$ cat config.mk
export PLATFORM = sky130hd
export DESIGN_NAME = four_level_interrupt_controller
export DESIGN_NICKNAME = d
export VERILOG_FILES = /design/src/logic/irq_pkg.sv /design/src/logic/ext_irq_sampler.sv /design/src/logic/four_level_interrupt_controller.sv
export SDC_FILE = /design/constraint.sdc
export NUM_CORES = 1
export LEC_CHECK = 0
export BUFFER_PORTS_ARGS = -buffer_cell sky130_fd_sc_hd__buf_2
export CAP_MARGIN = 30
export CELL_PAD_IN_SITES_DETAIL_PLACEMENT = 0
export CELL_PAD_IN_SITES_GLOBAL_PLACEMENT = 1
export CORE_MARGIN = 2
export CORE_UTILIZATION = 38
export CTS_BUF_LIST = sky130_fd_sc_hd__clkbuf_8 sky130_fd_sc_hd__clkbuf_16
export CTS_CLUSTER_SIZE = 8
export DETAILED_ROUTE_END_ITERATION = 10
export PLACE_DENSITY = 0.93
export SYNTH_ARGS = -nofsm -noshare
export SYNTH_HDL_FRONTEND = slang
export SYNTH_SLANG_ARGS = --single-unit
export TNS_END_PERCENT = 30
$ cat constraint.sdc
create_clock -name ref_clk_i -period 60.7 [get_ports ref_clk_i]
set_input_delay 15.175 -clock ref_clk_i [delete_from_list [all_inputs] [get_ports ref_clk_i]]
set_output_delay 15.175 -clock ref_clk_i [all_outputs]
set_load 0.01 [all_outputs]
$ cat src/logic/irq_pkg.sv
// Constants and types shared by the interrupt controller files
package irq_pkg;

    // ********************************
    // Sizes and timing
    // ********************************
    localparam int NUM_SRC = 12;
    localparam int LVL_W = 2;
    localparam int IDX_W = 4;
    localparam int VEC_W = 16;
    localparam int NUM_LVL = 4;
    // Machine cycle length in CPU clocks
    localparam int MC_CLKS = 6;
    localparam logic [2:0] MC_CNT_RST = 3'h0;
    localparam logic [2:0] MC_CNT_LAST = 3'(MC_CLKS - 1);

    // ********************************
    // Source indices, in vector order
    // ********************************
    localparam logic [3:0] SRC_EXT0 = 4'h0;
    localparam logic [3:0] SRC_TMR0 = 4'h1;
    localparam logic [3:0] SRC_EXT1 = 4'h2;
    localparam logic [3:0] SRC_TMR1 = 4'h3;
    localparam logic [3:0] SRC_SER = 4'h4;
    localparam logic [3:0] SRC_BO = 4'h5;
    localparam logic [3:0] SRC_TWI = 4'h6;
    localparam logic [3:0] SRC_KB = 4'h7;
    localparam logic [3:0] SRC_CMP2 = 4'h8;
    localparam logic [3:0] SRC_WD = 4'h9;
    localparam logic [3:0] SRC_CMP1 = 4'hA;
    localparam logic [3:0] SRC_BTMR = 4'hB;

    // ********************************
    // Register fields and tables
    // ********************************
    // Enable and priority bit of each source within {reg_b, reg_a}
    localparam logic [3:0] SRC_BIT [NUM_SRC] = '{
        4'h0, 4'h1, 4'h2, 4'h3, 4'h4, 4'h5, 4'h8, 4'h9, 4'hA, 4'h6, 4'hD, 4'hF};
    localparam int GLOBAL_EN_BIT = 7;
    localparam logic [VEC_W-1:0] VEC [NUM_SRC] = '{
        16'h0003, 16'h000B, 16'h0013, 16'h001B, 16'h0023, 16'h002B,
        16'h0033, 16'h003B, 16'h0043, 16'h0053, 16'h0063, 16'h0073};
    // Source index for each tie rank, highest rank first
    localparam logic [3:0] RANK_ORDER [NUM_SRC] = '{
        4'h0, 4'h5, 4'h9, 4'h1, 4'h6, 4'h2, 4'h7, 4'hA, 4'h3, 4'h8, 4'h4, 4'hB};
    localparam logic [NUM_SRC-1:0] WAKE_MASK = 12'h7A5;
    localparam logic [VEC_W-1:0] VEC_RST = 16'h0000;

    typedef enum logic [1:0] {
        ST_IDLE = 2'b01,
        ST_OFFER = 2'b10
    } offer_state_e;

endpackage : irq_pkg

$ cat src/logic/ext_irq_sampler.sv
// One external interrupt pin: synchroniser, machine-cycle sampling, flag
`timescale 1ns/1ns
module ext_irq_sampler
(
    // Clock and reset
    input wire logic ref_clk_i,
    input wire logic rst_n_i,
    input wire logic clk_en_i,
    // Sampling
    input wire logic mc_tick_i,
    input wire logic pin_n_i,
    input wire logic edge_sel_i,
    input wire logic clear_i,
    // Result
    output logic flag_o,
    output logic set_o
);

    logic sync1_ff;
    logic sync2_ff;
    logic sample_ff;
    logic flag_ff;
    logic nxt_flag;

    // Previous sample resets high so reset release gives no false edge
    always_ff @(posedge ref_clk_i)
    begin
        if (!rst_n_i)
        begin
            sync1_ff <= 1'b1;
            sync2_ff <= 1'b1;
            sample_ff <= 1'b1;
            flag_ff <= 1'b0;
        end
        else if (clk_en_i)
        begin
            sync1_ff <= pin_n_i;
            sync2_ff <= sync1_ff;
            if (mc_tick_i)
                sample_ff <= sync2_ff;
            flag_ff <= nxt_flag;
        end
    end

    assign set_o = edge_sel_i && mc_tick_i && sample_ff && !sync2_ff; // [RL12]

    // Edge: a new edge wins over the clear; level: track the pin
    always_comb
    begin
        nxt_flag = flag_ff;
        if (edge_sel_i)
            nxt_flag = set_o || (flag_ff && !clear_i); // [RL12] [RL15]
        else if (mc_tick_i)
            nxt_flag = !sync2_ff; // [RL11] [RL17]
    end

    assign flag_o = flag_ff;
endmodule : ext_irq_sampler

$ cat src/logic/four_level_interrupt_controller.sv
// Four-level interrupt controller with twelve sources and vectoring
//
// What this block does
// RL1: Twelve sources, each gated by its own enable bit.
// RL2: Global enable low blocks every source.
// RL3: Each source gets one of four levels from a low and high bit.
// RL4: A running handler yields only to a strictly higher level.
// RL5: A handler at the top level is never preempted.
// RL6: Simultaneous requests of different levels: higher level served first.
// RL7: Same-level ties follow a fixed ranking, external 0 highest.
// RL8: Each source has its own fixed vector address.
// RL9: Enable and priority bits sit at fixed positions in two registers.
// RL10: Only externals, brownout, keypad, comparators, watchdog wake power-down.
// RL11: Level mode raises the external request while the pin samples low.
// RL12: Edge mode sets the flag on a high sample then a low sample.
// RL13: Pin levels must hold at least six CPU clocks.
// RL14: Edge mode needs one machine cycle high then one low.
// RL15: Edge flag clears by hardware when its vector is taken.
// RL16: Level source holds its request until the interrupt is taken.
// RL17: Level flag tracks the pin; still low after return re-requests.
// RL18: Enabled external request wakes the part from idle or power-down.
// RL19: Serial transmit or receive forms one request; bus timer has no flag.
// RL20: Level is high bit then low bit; three highest, zero lowest.
`timescale 1ns/1ns
module four_level_interrupt_controller
(
    // Clock, reset, enable
    input wire logic ref_clk_i,
    input wire logic rst_n_i,
    input wire logic clk_en_i,
    // Enable and priority registers
    input wire logic [7:0] irq_enable_reg_a_i,
    input wire logic [7:0] irq_enable_reg_b_i,
    input wire logic [7:0] prio_low_reg_a_i,
    input wire logic [7:0] prio_high_reg_a_i,
    input wire logic [7:0] prio_low_reg_b_i,
    input wire logic [7:0] prio_high_reg_b_i,
    input wire logic ext0_edge_select_i,
    input wire logic ext1_edge_select_i,
    // External pins, active low
    input wire logic [1:0] ext_irq_pin_n_i,
    // Peripheral request flags
    input wire logic timer0_overflow_flag_i,
    input wire logic timer1_overflow_flag_i,
    input wire logic serial_tx_done_flag_i,
    input wire logic serial_rx_done_flag_i,
    input wire logic brownout_flag_i,
    input wire logic twowire_attention_flag_i,
    input wire logic keypad_flag_i,
    input wire logic comparator1_flag_i,
    input wire logic comparator2_flag_i,
    input wire logic watchdog_overflow_flag_i,
    input wire logic bus_timer_req_i,
    // Processor handshake
    input wire logic irq_ack_i,
    input wire logic irq_return_i,
    output logic irq_req_o,
    output logic [15:0] irq_vector_o,
    output logic [1:0] irq_level_o,
    // Power modes
    input wire logic idle_i,
    input wire logic power_down_i,
    output logic wake_o,
    // Status
    output logic ext0_request_flag_o,
    output logic ext1_request_flag_o,
    output logic [3:0] in_service_o
);

    // ********************************
    // Decoding helpers
    // ********************************
    // Winner: {valid, level, index}; ranking loop keeps earlier on ties
    function automatic logic [6:0] pick_winner(
        input logic [11:0] req,
        input logic [23:0] lvl
    );
        logic found;
        logic [1:0] best_lvl;
        logic [3:0] best_idx;
        logic [3:0] s;
        found = 1'b0;
        best_lvl = 2'h0;
        best_idx = 4'h0;
        for (int r = 0; r < irq_pkg::NUM_SRC; r++)
        begin
            s = irq_pkg::RANK_ORDER[r];
            if (req[s] && (!found || lvl[2*s +: 2] > best_lvl)) // [RL6] [RL7]
            begin
                found = 1'b1;
                best_lvl = lvl[2*s +: 2];
                best_idx = s;
            end
        end
        return {found, best_lvl, best_idx};
    endfunction : pick_winner

    // Highest level in service: {any, level}
    function automatic logic [2:0] top_level(input logic [3:0] isv);
        logic [2:0] res;
        res = 3'h0;
        for (int l = 0; l < irq_pkg::NUM_LVL; l++)
        begin
            if (isv[l])
                res = {1'b1, 2'(l)};
        end
        return res;
    endfunction : top_level

    // ********************************
    // Machine cycle timing
    // ********************************
    logic [2:0] mc_cnt_ff;
    logic [2:0] nxt_mc_cnt;
    wire mc_tick = (mc_cnt_ff == irq_pkg::MC_CNT_LAST);

    // Pins are sampled once per machine cycle, hence the pin hold times
    assign nxt_mc_cnt = mc_tick ? irq_pkg::MC_CNT_RST : mc_cnt_ff + 3'h1; // [RL13] [RL14]

    always_ff @(posedge ref_clk_i)
    begin
        if (!rst_n_i)
            mc_cnt_ff <= irq_pkg::MC_CNT_RST;
        else if (clk_en_i)
            mc_cnt_ff <= nxt_mc_cnt;
    end

    // ********************************
    // Offer state and registers
    // ********************************
    irq_pkg::offer_state_e state_ff;
    irq_pkg::offer_state_e nxt_state;
    logic [3:0] src_ff;
    logic [1:0] lvl_ff;
    logic [15:0] vec_ff;
    logic [3:0] isv_ff;
    logic [3:0] nxt_isv;
    logic wake_ff;
    logic [11:0] hold_req_ff;

    wire take = (state_ff == irq_pkg::ST_OFFER) && irq_ack_i;

    // ********************************
    // External inputs
    // ********************************
    wire [1:0] ext_flag;
    wire [1:0] ext_set;
    wire [1:0] ext_edge = {ext1_edge_select_i, ext0_edge_select_i};

    generate
        for (genvar e = 0; e < 2; e++)
        begin : g_ext
            // Level-mode flags ignore the clear; the pin owner holds it
            wire clr = take && (src_ff == 4'(2 * e)); // [RL15] [RL16]
            ext_irq_sampler u_sampler
            (
                .ref_clk_i(ref_clk_i),
                .rst_n_i(rst_n_i),
                .clk_en_i(clk_en_i),
                .mc_tick_i(mc_tick),
                .pin_n_i(ext_irq_pin_n_i[e]),
                .edge_sel_i(ext_edge[e]),
                .clear_i(clr),
                .flag_o(ext_flag[e]),
                .set_o(ext_set[e])
            );
        end
    endgenerate

    // ********************************
    // Source requests and levels
    // ********************************
    wire [11:0] src_flag;
    wire [15:0] en_bits = {irq_enable_reg_b_i, irq_enable_reg_a_i};
    wire [15:0] pl_bits = {prio_low_reg_b_i, prio_low_reg_a_i};
    wire [15:0] ph_bits = {prio_high_reg_b_i, prio_high_reg_a_i};
    wire global_irq_enable = irq_enable_reg_a_i[irq_pkg::GLOBAL_EN_BIT];
    wire [11:0] enabled_req;
    wire [23:0] src_lvl;

    assign src_flag[irq_pkg::SRC_EXT0] = ext_flag[0];
    assign src_flag[irq_pkg::SRC_TMR0] = timer0_overflow_flag_i;
    assign src_flag[irq_pkg::SRC_EXT1] = ext_flag[1];
    assign src_flag[irq_pkg::SRC_TMR1] = timer1_overflow_flag_i;
    // One shared request for both serial directions
    assign src_flag[irq_pkg::SRC_SER] = serial_tx_done_flag_i || serial_rx_done_flag_i; // [RL19]
    assign src_flag[irq_pkg::SRC_BO] = brownout_flag_i;
    assign src_flag[irq_pkg::SRC_TWI] = twowire_attention_flag_i;
    assign src_flag[irq_pkg::SRC_KB] = keypad_flag_i;
    assign src_flag[irq_pkg::SRC_CMP2] = comparator2_flag_i;
    assign src_flag[irq_pkg::SRC_WD] = watchdog_overflow_flag_i;
    assign src_flag[irq_pkg::SRC_CMP1] = comparator1_flag_i;
    // Bus timer request is internal only, never a visible flag
    assign src_flag[irq_pkg::SRC_BTMR] = bus_timer_req_i; // [RL19]

    generate
        for (genvar i = 0; i < irq_pkg::NUM_SRC; i++)
        begin : g_src
            assign enabled_req[i] = src_flag[i] && en_bits[irq_pkg::SRC_BIT[i]]; // [RL1] [RL9]
            assign src_lvl[2*i +: 2] = {ph_bits[irq_pkg::SRC_BIT[i]],
                                        pl_bits[irq_pkg::SRC_BIT[i]]}; // [RL3] [RL20]
        end
    endgenerate

    // ********************************
    // Arbitration
    // ********************************
    wire [11:0] pending = enabled_req & {12{global_irq_enable}}; // [RL2]
    wire [6:0] winner = pick_winner(pending, src_lvl);
    wire win_valid = winner[6];
    wire [1:0] win_lvl = winner[5:4];
    wire [3:0] win_idx = winner[3:0];
    wire [2:0] isv_top = top_level(isv_ff);
    wire isv_any = isv_top[2];
    wire [1:0] isv_lvl = isv_top[1:0];
    // Top level can never be exceeded, so it is never preempted
    wire allowed = win_valid && (!isv_any || win_lvl > isv_lvl); // [RL4] [RL5]

    always_comb
    begin
        nxt_state = state_ff;
        unique case (state_ff)
            irq_pkg::ST_IDLE:
                nxt_state = allowed ? irq_pkg::ST_OFFER : irq_pkg::ST_IDLE;
            irq_pkg::ST_OFFER:
                // One idle cycle after a take lets flags and in-service settle
                nxt_state = (!take && allowed) ? irq_pkg::ST_OFFER : irq_pkg::ST_IDLE;
            default:
                nxt_state = irq_pkg::ST_IDLE;
        endcase
    end

    wire load_offer = (nxt_state == irq_pkg::ST_OFFER);

    // ********************************
    // In-service levels
    // ********************************
    wire [3:0] isv_clr = (irq_return_i && isv_any) ? 4'(4'h1 << isv_lvl) : 4'h0;
    wire [3:0] isv_set = take ? 4'(4'h1 << lvl_ff) : 4'h0;

    assign nxt_isv = (isv_ff & ~isv_clr) | isv_set; // [RL4] [RL17]

    // ********************************
    // Wake-up
    // ********************************
    wire wake_pd = power_down_i && |(enabled_req & irq_pkg::WAKE_MASK); // [RL10] [RL18]
    wire wake_idle = idle_i && |enabled_req; // [RL18]

    // ********************************
    // Registers
    // ********************************
    always_ff @(posedge ref_clk_i)
    begin
        if (!rst_n_i)
        begin
            state_ff <= irq_pkg::ST_IDLE;
            src_ff <= irq_pkg::SRC_EXT0;
            lvl_ff <= 2'h0;
            vec_ff <= irq_pkg::VEC_RST;
            isv_ff <= 4'h0;
            wake_ff <= 1'b0;
            hold_req_ff <= 12'h000;
        end
        else if (clk_en_i)
        begin
            state_ff <= nxt_state;
            isv_ff <= nxt_isv;
            wake_ff <= wake_pd || wake_idle;
            hold_req_ff <= pending;
            if (load_offer)
            begin
                src_ff <= win_idx;
                lvl_ff <= win_lvl;
                vec_ff <= irq_pkg::VEC[win_idx]; // [RL8]
            end
        end
    end

    // ********************************
    // Outputs
    // ********************************
    assign irq_req_o = (state_ff == irq_pkg::ST_OFFER);
    assign irq_vector_o = vec_ff;
    assign irq_level_o = lvl_ff;
    assign wake_o = wake_ff;
    assign ext0_request_flag_o = ext_flag[0];
    assign ext1_request_flag_o = ext_flag[1];
    assign in_service_o = isv_ff;
endmodule : four_level_interrupt_controller

==> qor.txt, run 1 <==
status -> completed
total inserted antenna cells -> 0
Starting Density -> 39.78%
initial DRC count -> 129
Hold Slack -> 479.1 ps
unrepaired setup endpoints after global routing -> false
htree depth -> 1
clk sinks -> 28
shortest clock period the worst path allows after layout -> 32,420 ps
CTS root buffer -> clkbuf_8
# resized after CTS -> 0
first-pass GRT wire length -> 11,520 um
Crit Path Max Fanout -> 19
Area Growth Syn to Fin -> 16.30%
worst hold start -> g_ext[0].u_sampler.sync1_ff
number of enable flip-flop cells after synthesis -> 0
synth top area cells -> dfxtp_1, ha_1, nand2_1
Arr. time, crit path -> 32,560 ps
worst r2r src -> g_ext[0].u_sampler.flag_o
most common library cells after synthesis -> nand2_1, a21oi_1, dfxtp_1, nor2_1, ha_1
Yosys top cell area share -> 20.40%
Top cell by count, worst path -> ha_1
Final Max Slew Viols -> 0
VDD IR-drop max -> 0.01420 mV
I/O pin count -> 96
Die H -> 89.04 um
GRT Total Usage -> 17.84%
count of buffers from port buffering -> 74
gr ovfl total -> 0
Critical Path Source -> irq_enable_reg_a_i[0]
Setup crit end kind -> flip-flop
Die ar. -> 7927 um^2
sequential element share of the synthesized area -> 20.40%
Seq cells post-synth -> 28
leakage -> 1.524 nW
final setup vio count -> 0
DRC viols -> 0
Reg2Reg Depth -> 81
most numerous cell in the Yosys netlist -> nand2_1
Max Freq -> 30.85 MHz
Clk Latency, worst-skew pair -> 270 ps
R2R setup slack -> 42,850 ps
TritonCTS clock tree -> built
Power Dens Cells -> 17.14 nW/um^2
Worst Path Required -> 60,840 ps
Synth warnings -> 0
Critical Path Sink -> irq_level_o[0]
Synth Area per Inst -> 7.347 um^2
largest net degree at the start of global routing -> 30
final clock skew -> 2.005 ps
CP Launch Type -> input pin
drt first pass iters -> 5
Synth Instances -> 374
Routed Antenna Nets -> 0
Worst-path clk slew -> 90 ps
Max-Cap Viols -> 0
period utilization -> 53.40%
Via Count -> 2,873
cell taking the most area after synthesis -> dfxtp_1
Post-Route WL -> 6997 um
setup tns final -> 0 ps
DP Wirelength -> 5757 um
Main synth FF type -> dfxtp_1
Crit-path slowest cell -> a211oi_1
asr flop ratio synth -> 0%
CP peak stage delay -> 740 ps
CTS Hold Buffers Added -> 0
clock buffer count from CTS -> 3
Max-slew headroom -> 44.28%
layout cells sized above 1 -> 20.50%
Hold WC Path Type -> flip-flop to flip-flop
final hold vios -> 0
postcts setup bufs -> 0
Netlist Area Pre-Place -> 2748 um^2
DIE WIDTH -> 89.04 um
Placer Congestion -> 0.9637
row count -> 30
r2r endpoint -> irq_level_o[0]
critical path type -> input pin to flip-flop
routed len/inst -> 13.08 um
initial antenna violation count -> 0
pin slew with the least headroom to its limit -> 830.7 ps
Final Core Density -> 46.27%
Max Root-Sink Buffers -> 2
Core Footprint -> 6907 um^2
Netlist cell types -> 59
vias in the first global route -> 2,552
final net count -> 533
via density per instance -> 5.370
## flip-flops by register name, indices dropped and copies added (netlist names)
name / cells
g_ext.u_sampler.flag_o: 2
g_ext.u_sampler.sample_ff: 2
g_ext.u_sampler.sync1_ff: 2
g_ext.u_sampler.sync2_ff: 2
in_service_o: 4
irq_level_o: 2
irq_vector_o: 5
mc_cnt_ff: 3
src_ff: 3
state_ff: 2
wake_o: 1
## cell type report
cell class              instances  area [um^2]
fillers                       727         3711
multi-input cells             313         2014
flip-flops and latches         28        560.5
repair buffers                 74        370.4
well taps                      96        120.1
inverters                      20        75.07
clock buffers                   4        55.05
## placed cells by master (no fill, tap or decap), drive strengths merged, types with 2 or more instances in the layout
master and count:
a211o 2, a211oi 3, a21boi 7, a21o 7
a21oi 31, a22o 3, a22oi 5, a31oi 8
and2 5, and3 8, buf 74, clkbuf 4
conb 10, dfxtp 28, ha 23, inv 20
mux2 2, mux2i 8, nand2 45, nand2b 4
nand3 18, nor2 28, nor2b 16, nor3 6
nor3b 3, nor4 4, o2111ai 2, o211ai 6
o21a 9, o21ai 22, o22ai 3, o32ai 2
or3 4
## how the worst min path moves through the flow
| stage | end | cells past startpoint |
|---|---|---|
| after floorplan | g_ext[0].u_sampler.sync1_ff | 2 |
| after global placement | g_ext[0].u_sampler.sync2_ff | 2 |
| after detailed placement | g_ext[0].u_sampler.sync2_ff | 2 |
| after CTS | src_ff[2] | 2 |
| after global routing | src_ff[2] | 2 |
| final | g_ext[0].u_sampler.sync2_ff | 2 |
## logic make-up after synthesis
group	share of synthesized area (%)
other	0.1365
XOR/XNOR	0.3188
buffers and inverters	7.513
adder cells (fa/ha/maj)	10.47
multiplexers	3.734
AND/OR/NAND/NOR	25.91
flip-flops	20.40
AO/OA/AOI/OAI	31.51
## power breakdown
part           switching [mW]  internal [mW]
clock                 0.00563        0.00581
combinational          0.0127        0.00973
sequential            0.00110         0.0198
total                  0.0195         0.0353
## metrics by stage
step / std cells / power, mW / area, um^2 / setup WS [ps]
final: 535 / 0.05478 / 3196 / 28280
after global routing: 535 / 0.05928 / 3196 / 26550
after CTS: 535 / 0.05523 / 3196 / 28340
after detailed placement: 531 / 0.04364 / 3141 / 28130
after global placement: 531 / 0.04297 / 3141 / 28530
after floorplan: 383 / 0.03774 / 2781 / 30540
## layer usage
| layer | part of all wire, % | global-route usage [%] |
|---|---|---|
| met5 | 0 | 0 |
| met1 | 47 | 24.08 |
| met4 | 0.97 | 3.392 |
| met2 | 48 | 31.41 |
| met3 | 4.1 | 1.385 |
## critical path: cells and delay by family
family	cells	cell delay (ps)
AO/OA/AOI/OAI	43	10320
adder cells (fa/ha/maj)	12	3340
AND/OR/NAND/NOR	22	3060
multiplexers	1	310
buffers and inverters	4	340
(Power assumes the default switching activity.)
==> run 2: changes to the inputs <==
--- a/config.mk
+++ b/config.mk
@@ -5,16 +5,17 @@
 export SDC_FILE = /design/constraint.sdc
 export NUM_CORES = 1
 export LEC_CHECK = 0
+export ABC_AREA = 1
 export BUFFER_PORTS_ARGS = -buffer_cell sky130_fd_sc_hd__buf_2
 export CAP_MARGIN = 30
 export CELL_PAD_IN_SITES_DETAIL_PLACEMENT = 0
 export CELL_PAD_IN_SITES_GLOBAL_PLACEMENT = 1
 export CORE_MARGIN = 2
-export CORE_UTILIZATION = 38
+export CORE_UTILIZATION = 31
 export CTS_BUF_LIST = sky130_fd_sc_hd__clkbuf_8 sky130_fd_sc_hd__clkbuf_16
 export CTS_CLUSTER_SIZE = 8
 export DETAILED_ROUTE_END_ITERATION = 10
-export PLACE_DENSITY = 0.93
+export PLACE_DENSITY = 0.84
 export SYNTH_ARGS = -nofsm -noshare
 export SYNTH_HDL_FRONTEND = slang
 export SYNTH_SLANG_ARGS = --single-unit
==> constraint.sdc (replaced) <==
create_clock -name ref_clk_i -period 29.8 [get_ports ref_clk_i]
set_input_delay 7.45 -clock ref_clk_i [delete_from_list [all_inputs] [get_ports ref_clk_i]]
set_output_delay 7.45 -clock ref_clk_i [all_outputs]
set_load 0.01 [all_outputs]
==> run 2 against run 1 <==
- critical path depth increased by 26
- via count is 3.7% lower
- core utilization down 8.9 points
- worst hold slack worse by 6.6 ps
- sequential cell count unchanged
- largest power group unchanged
- count of clock-buffer cells in the layout fell by 1
- largest cell class unchanged
- final cell count grew 11%
- die area increased by 21%
==> qor.txt, run 2 <==
final hold vios -> 0 (unchanged)
Worst Path Required -> 29,990 ps (was 60,840 ps)
Internal Power -> 76.26 uW (was 35.31 uW)
cell area after layout -> 3223 um^2 (was 3196 um^2)
Post-Route WL -> 6500 um (was 6997 um)
CTS root buffer -> clkbuf_8 (unchanged)
GRT Total Usage -> 13.59% (was 17.84%)
Yosys top cell area share -> 20.48% (was 20.40%)
final setup vio count -> 0 (unchanged)
pin slew with the least headroom to its limit -> 495.2 ps (was 830.7 ps)
R2R setup slack -> 15,750 ps (was 42,850 ps)
number of enable flip-flop cells after synthesis -> 0 (unchanged)
largest net degree at the start of global routing -> 18 (was 30)
first-pass GRT wire length -> 11,210 um (was 11,520 um)
final clock skew -> 9.076 ps (was 2.005 ps)
Comb pwr share -> 38.9% (was 41.0%)
postcts setup bufs -> 0 (unchanged)
I/O pin count -> 96 (unchanged)
Max Freq -> 47.85 MHz
DIE WIDTH -> 97.95 um (was 89.04 um)
Clk Latency, worst-skew pair -> 270 ps (about the same)
Core Footprint -> 8636 um^2 (was 6907 um^2)
Final Max Slew Viols -> 0 (unchanged)
Netlist Area Pre-Place -> 2736 um^2 (was 2748 um^2)
most numerous cell in the Yosys netlist -> nand2_1 (unchanged)
# resized after CTS -> 0 (unchanged)
period utilization -> 70.13%
asr flop ratio synth -> 0% (unchanged)
Hold WC Path Type -> flip-flop to flip-flop (unchanged)
via density per instance -> 4.643 (was 5.370)
DRC viols -> 0 (unchanged)
r2r endpoint -> irq_vector_o[4] (was irq_level_o[0])
row count -> 34 (was 30)
Max Root-Sink Buffers -> 2 (unchanged)
unrepaired setup endpoints after global routing -> false (unchanged)
clock buffer count from CTS -> 3 (unchanged)
routed len/inst -> 10.91 um (was 13.08 um)
CTS Hold Buffers Added -> 0 (unchanged)
Area Growth Syn to Fin -> 17.79% (was 16.30%)
final net count -> 582 (was 533)
Arr. time, crit path -> 21,090 ps (was 32,560 ps)
Die H -> 97.95 um (was 89.04 um)
Main synth FF type -> dfxtp_1 (unchanged)
Max-Cap Viols -> 0 (unchanged)
VDD IR-drop max -> 0.01817 mV (was 0.01420 mV)
worst r2r src -> g_ext[0].u_sampler.flag_o (unchanged)
status -> completed (unchanged)
CP peak stage delay -> 380 ps (was 740 ps)
most common library cells after synthesis -> nand2_1, inv_1, nor2_1, dfxtp_1, o21ai_0 (was nand2_1, a21oi_1, dfxtp_1, nor2_1, ha_1)
max reg flops -> 5 (unchanged)
commonest non-fill, non-tap cell in the layout -> nand2_1 (was buf_2)
Max-slew headroom -> 66.78% (was 44.28%)
Crit-path slowest cell -> o32a_1 (was a211oi_1)
Critical Path Source -> irq_enable_reg_a_i[0] (unchanged)
initial DRC count -> 115 (was 129)
Routed Antenna Nets -> 0 (unchanged)
Netlist cell types -> 43 (was 59)
Synth warnings -> 0 (unchanged)
Hold Slack -> 472.6 ps (was 479.1 ps)
Seq cells post-synth -> 28 (unchanged)
placed cell area -> 3152 um^2 (was 3141 um^2)
commonest cells after routing, fill and taps aside -> nand2_1, buf_2, inv_1, nor2_1, dfxtp_1 (was buf_2, nand2_1, a21oi_1, nor2_1, dfxtp_1)
TritonCTS clock tree -> built (unchanged)
cell taking the most area after synthesis -> dfxtp_1 (unchanged)
Starting Density -> 31.69% (was 39.78%)
Power Total -> 116.5 uW (was 54.78 uW)
Synth Area per Inst -> 6.531 um^2 (was 7.347 um^2)
Reg power frac -> 35.8% (was 38.1%)
sequential element share of the synthesized area -> 20.48% (was 20.40%)
CP Launch Type -> input pin (unchanged)
Via Count -> 2,767 (was 2,873)
leakage -> 1.787 nW (was 1.524 nW)
Placer Congestion -> 0.8408 (was 0.9637)
Top cell by count, worst path -> nand2_1 (was ha_1)
Synth Instances -> 419 (was 374)
clk sinks -> 28 (unchanged)
critical path type -> input pin to flip-flop (unchanged)
Final Core Density -> 37.32% (was 46.27%)
sw frac -> 34.53% (was 35.53%)
clock power share -> 25.3% (was 20.9%)
count of buffers from port buffering -> 74 (unchanged)
Worst-path clk slew -> 100 ps (was 90 ps)
drt first pass iters -> 4 (was 5)
htree depth -> 1 (unchanged)
Hold Crit Depth -> 2 (unchanged)
Reg2Reg Depth -> 107 (was 81)
Psw -> 40.23 uW (was 19.46 uW)
shortest clock period the worst path allows after layout -> 20,900 ps
DP Wirelength -> 5542 um (was 5757 um)
setup tns final -> 0 ps (unchanged)
Crit Path Max Fanout -> 12 (was 19)
Die ar. -> 9594 um^2 (was 7927 um^2)
vias in the first global route -> 2,554 (was 2,552)
Critical Path Sink -> irq_vector_o[4] (was irq_level_o[0])
Setup crit end kind -> flip-flop (unchanged)
Power Dens Cells -> 36.14 nW/um^2 (was 17.14 nW/um^2)
initial antenna violation count -> 0 (unchanged)
total inserted antenna cells -> 0 (unchanged)
synth top area cells -> dfxtp_1, nand2_1, ha_1 (was dfxtp_1, ha_1, nand2_1)
gr ovfl total -> 0 (unchanged)
layout cells sized above 1 -> 26.84% (was 20.50%)
run 2: cell types whose count changed after synthesis, moves of 6 or more:
cell      previous run  this run
o21ai_1              0         9
nand2_2              0        11
a21o_1               7         1
mux2i_1              8         0
nand2_4              0         7
inv_1               20        56
nand2_1             45        97
nor2b_1             16         0
and3_1               8         0
a21boi_0             6         0
nand3_2              0        15
a21oi_1             29        21
run 2: worst min-delay path by stage:
stage	from	slack, ps	endpoint
after floorplan	g_ext[0].u_sampler.sync1_ff	430	g_ext[0].u_sampler.sync1_ff
after detailed placement	g_ext[0].u_sampler.sync1_ff	450	g_ext[0].u_sampler.sync1_ff
final	g_ext[1].u_sampler.sync1_ff	470	g_ext[1].u_sampler.sync2_ff
after global routing	irq_vector_o[5]	500	irq_vector_o[5]
after global placement	g_ext[0].u_sampler.sync1_ff	440	g_ext[0].u_sampler.sync1_ff
after CTS	g_ext[0].u_sampler.sync1_ff	480	g_ext[0].u_sampler.sync1_ff
run 2: worst max-delay path: cells and delay by family:
kind                     cells  cell delay [ps]
AO/OA/AOI/OAI               17             2470
adder cells (fa/ha/maj)     12             3200
buffers and inverters       16             1190
AND/OR/NAND/NOR             63             6790
run 2: metrics by stage:
step	instances	worst slack, ps
4_1_cts	596	8837
3_3_place_gp	592	8742
2_1_floorplan	428	10430
6_report	596	8901
5_1_grt	596	7213
3_5_place_dp	592	8606
run 2: metal layers:
layer / up-vias / track usage (%) / part of all wire, %
met5: - / 0 / 0
met4: 0 / 2.137 / 0.71
met3: 6 / 1.933 / 4.4
met2: 56 / 23.76 / 47
met1: 1221 / 18.11 / 48
li1: 1484 / - / -
run 2: cell type report:
type,count,area (um^2)
fillers,969,5413
multi-input cells,319,1848
flip-flops and latches,28,560.5
repair buffers,74,370.4
inverters,63,237.7
well taps,108,135.1
clock buffers,3,41.29
clock inverters,1,30.03
run 2: power by group through the flow:
stage	Combinational, mW	Sequential, mW	Clock, mW
2_1_floorplan	0.0346	0.0427	0
3_3_place_gp	0.0444	0.0426	0
3_5_place_dp	0.0455	0.0426	0
4_1_cts	0.0458	0.0418	0.0303
5_1_grt	0.0525	0.0422	0.0314
6_report	0.0453	0.0418	0.0294
run 2: cells by family after synthesis:
group | count (synthesis) | synth area share [%]
DFF | 28 | 20.48
AOI/OAI and AO/OA | 75 | 15.87
other | 1 | 0.1370
adders and majority gates | 23 | 10.52
and+or+nand+nor | 211 | 39.78
buffers and inverters | 81 | 13.21
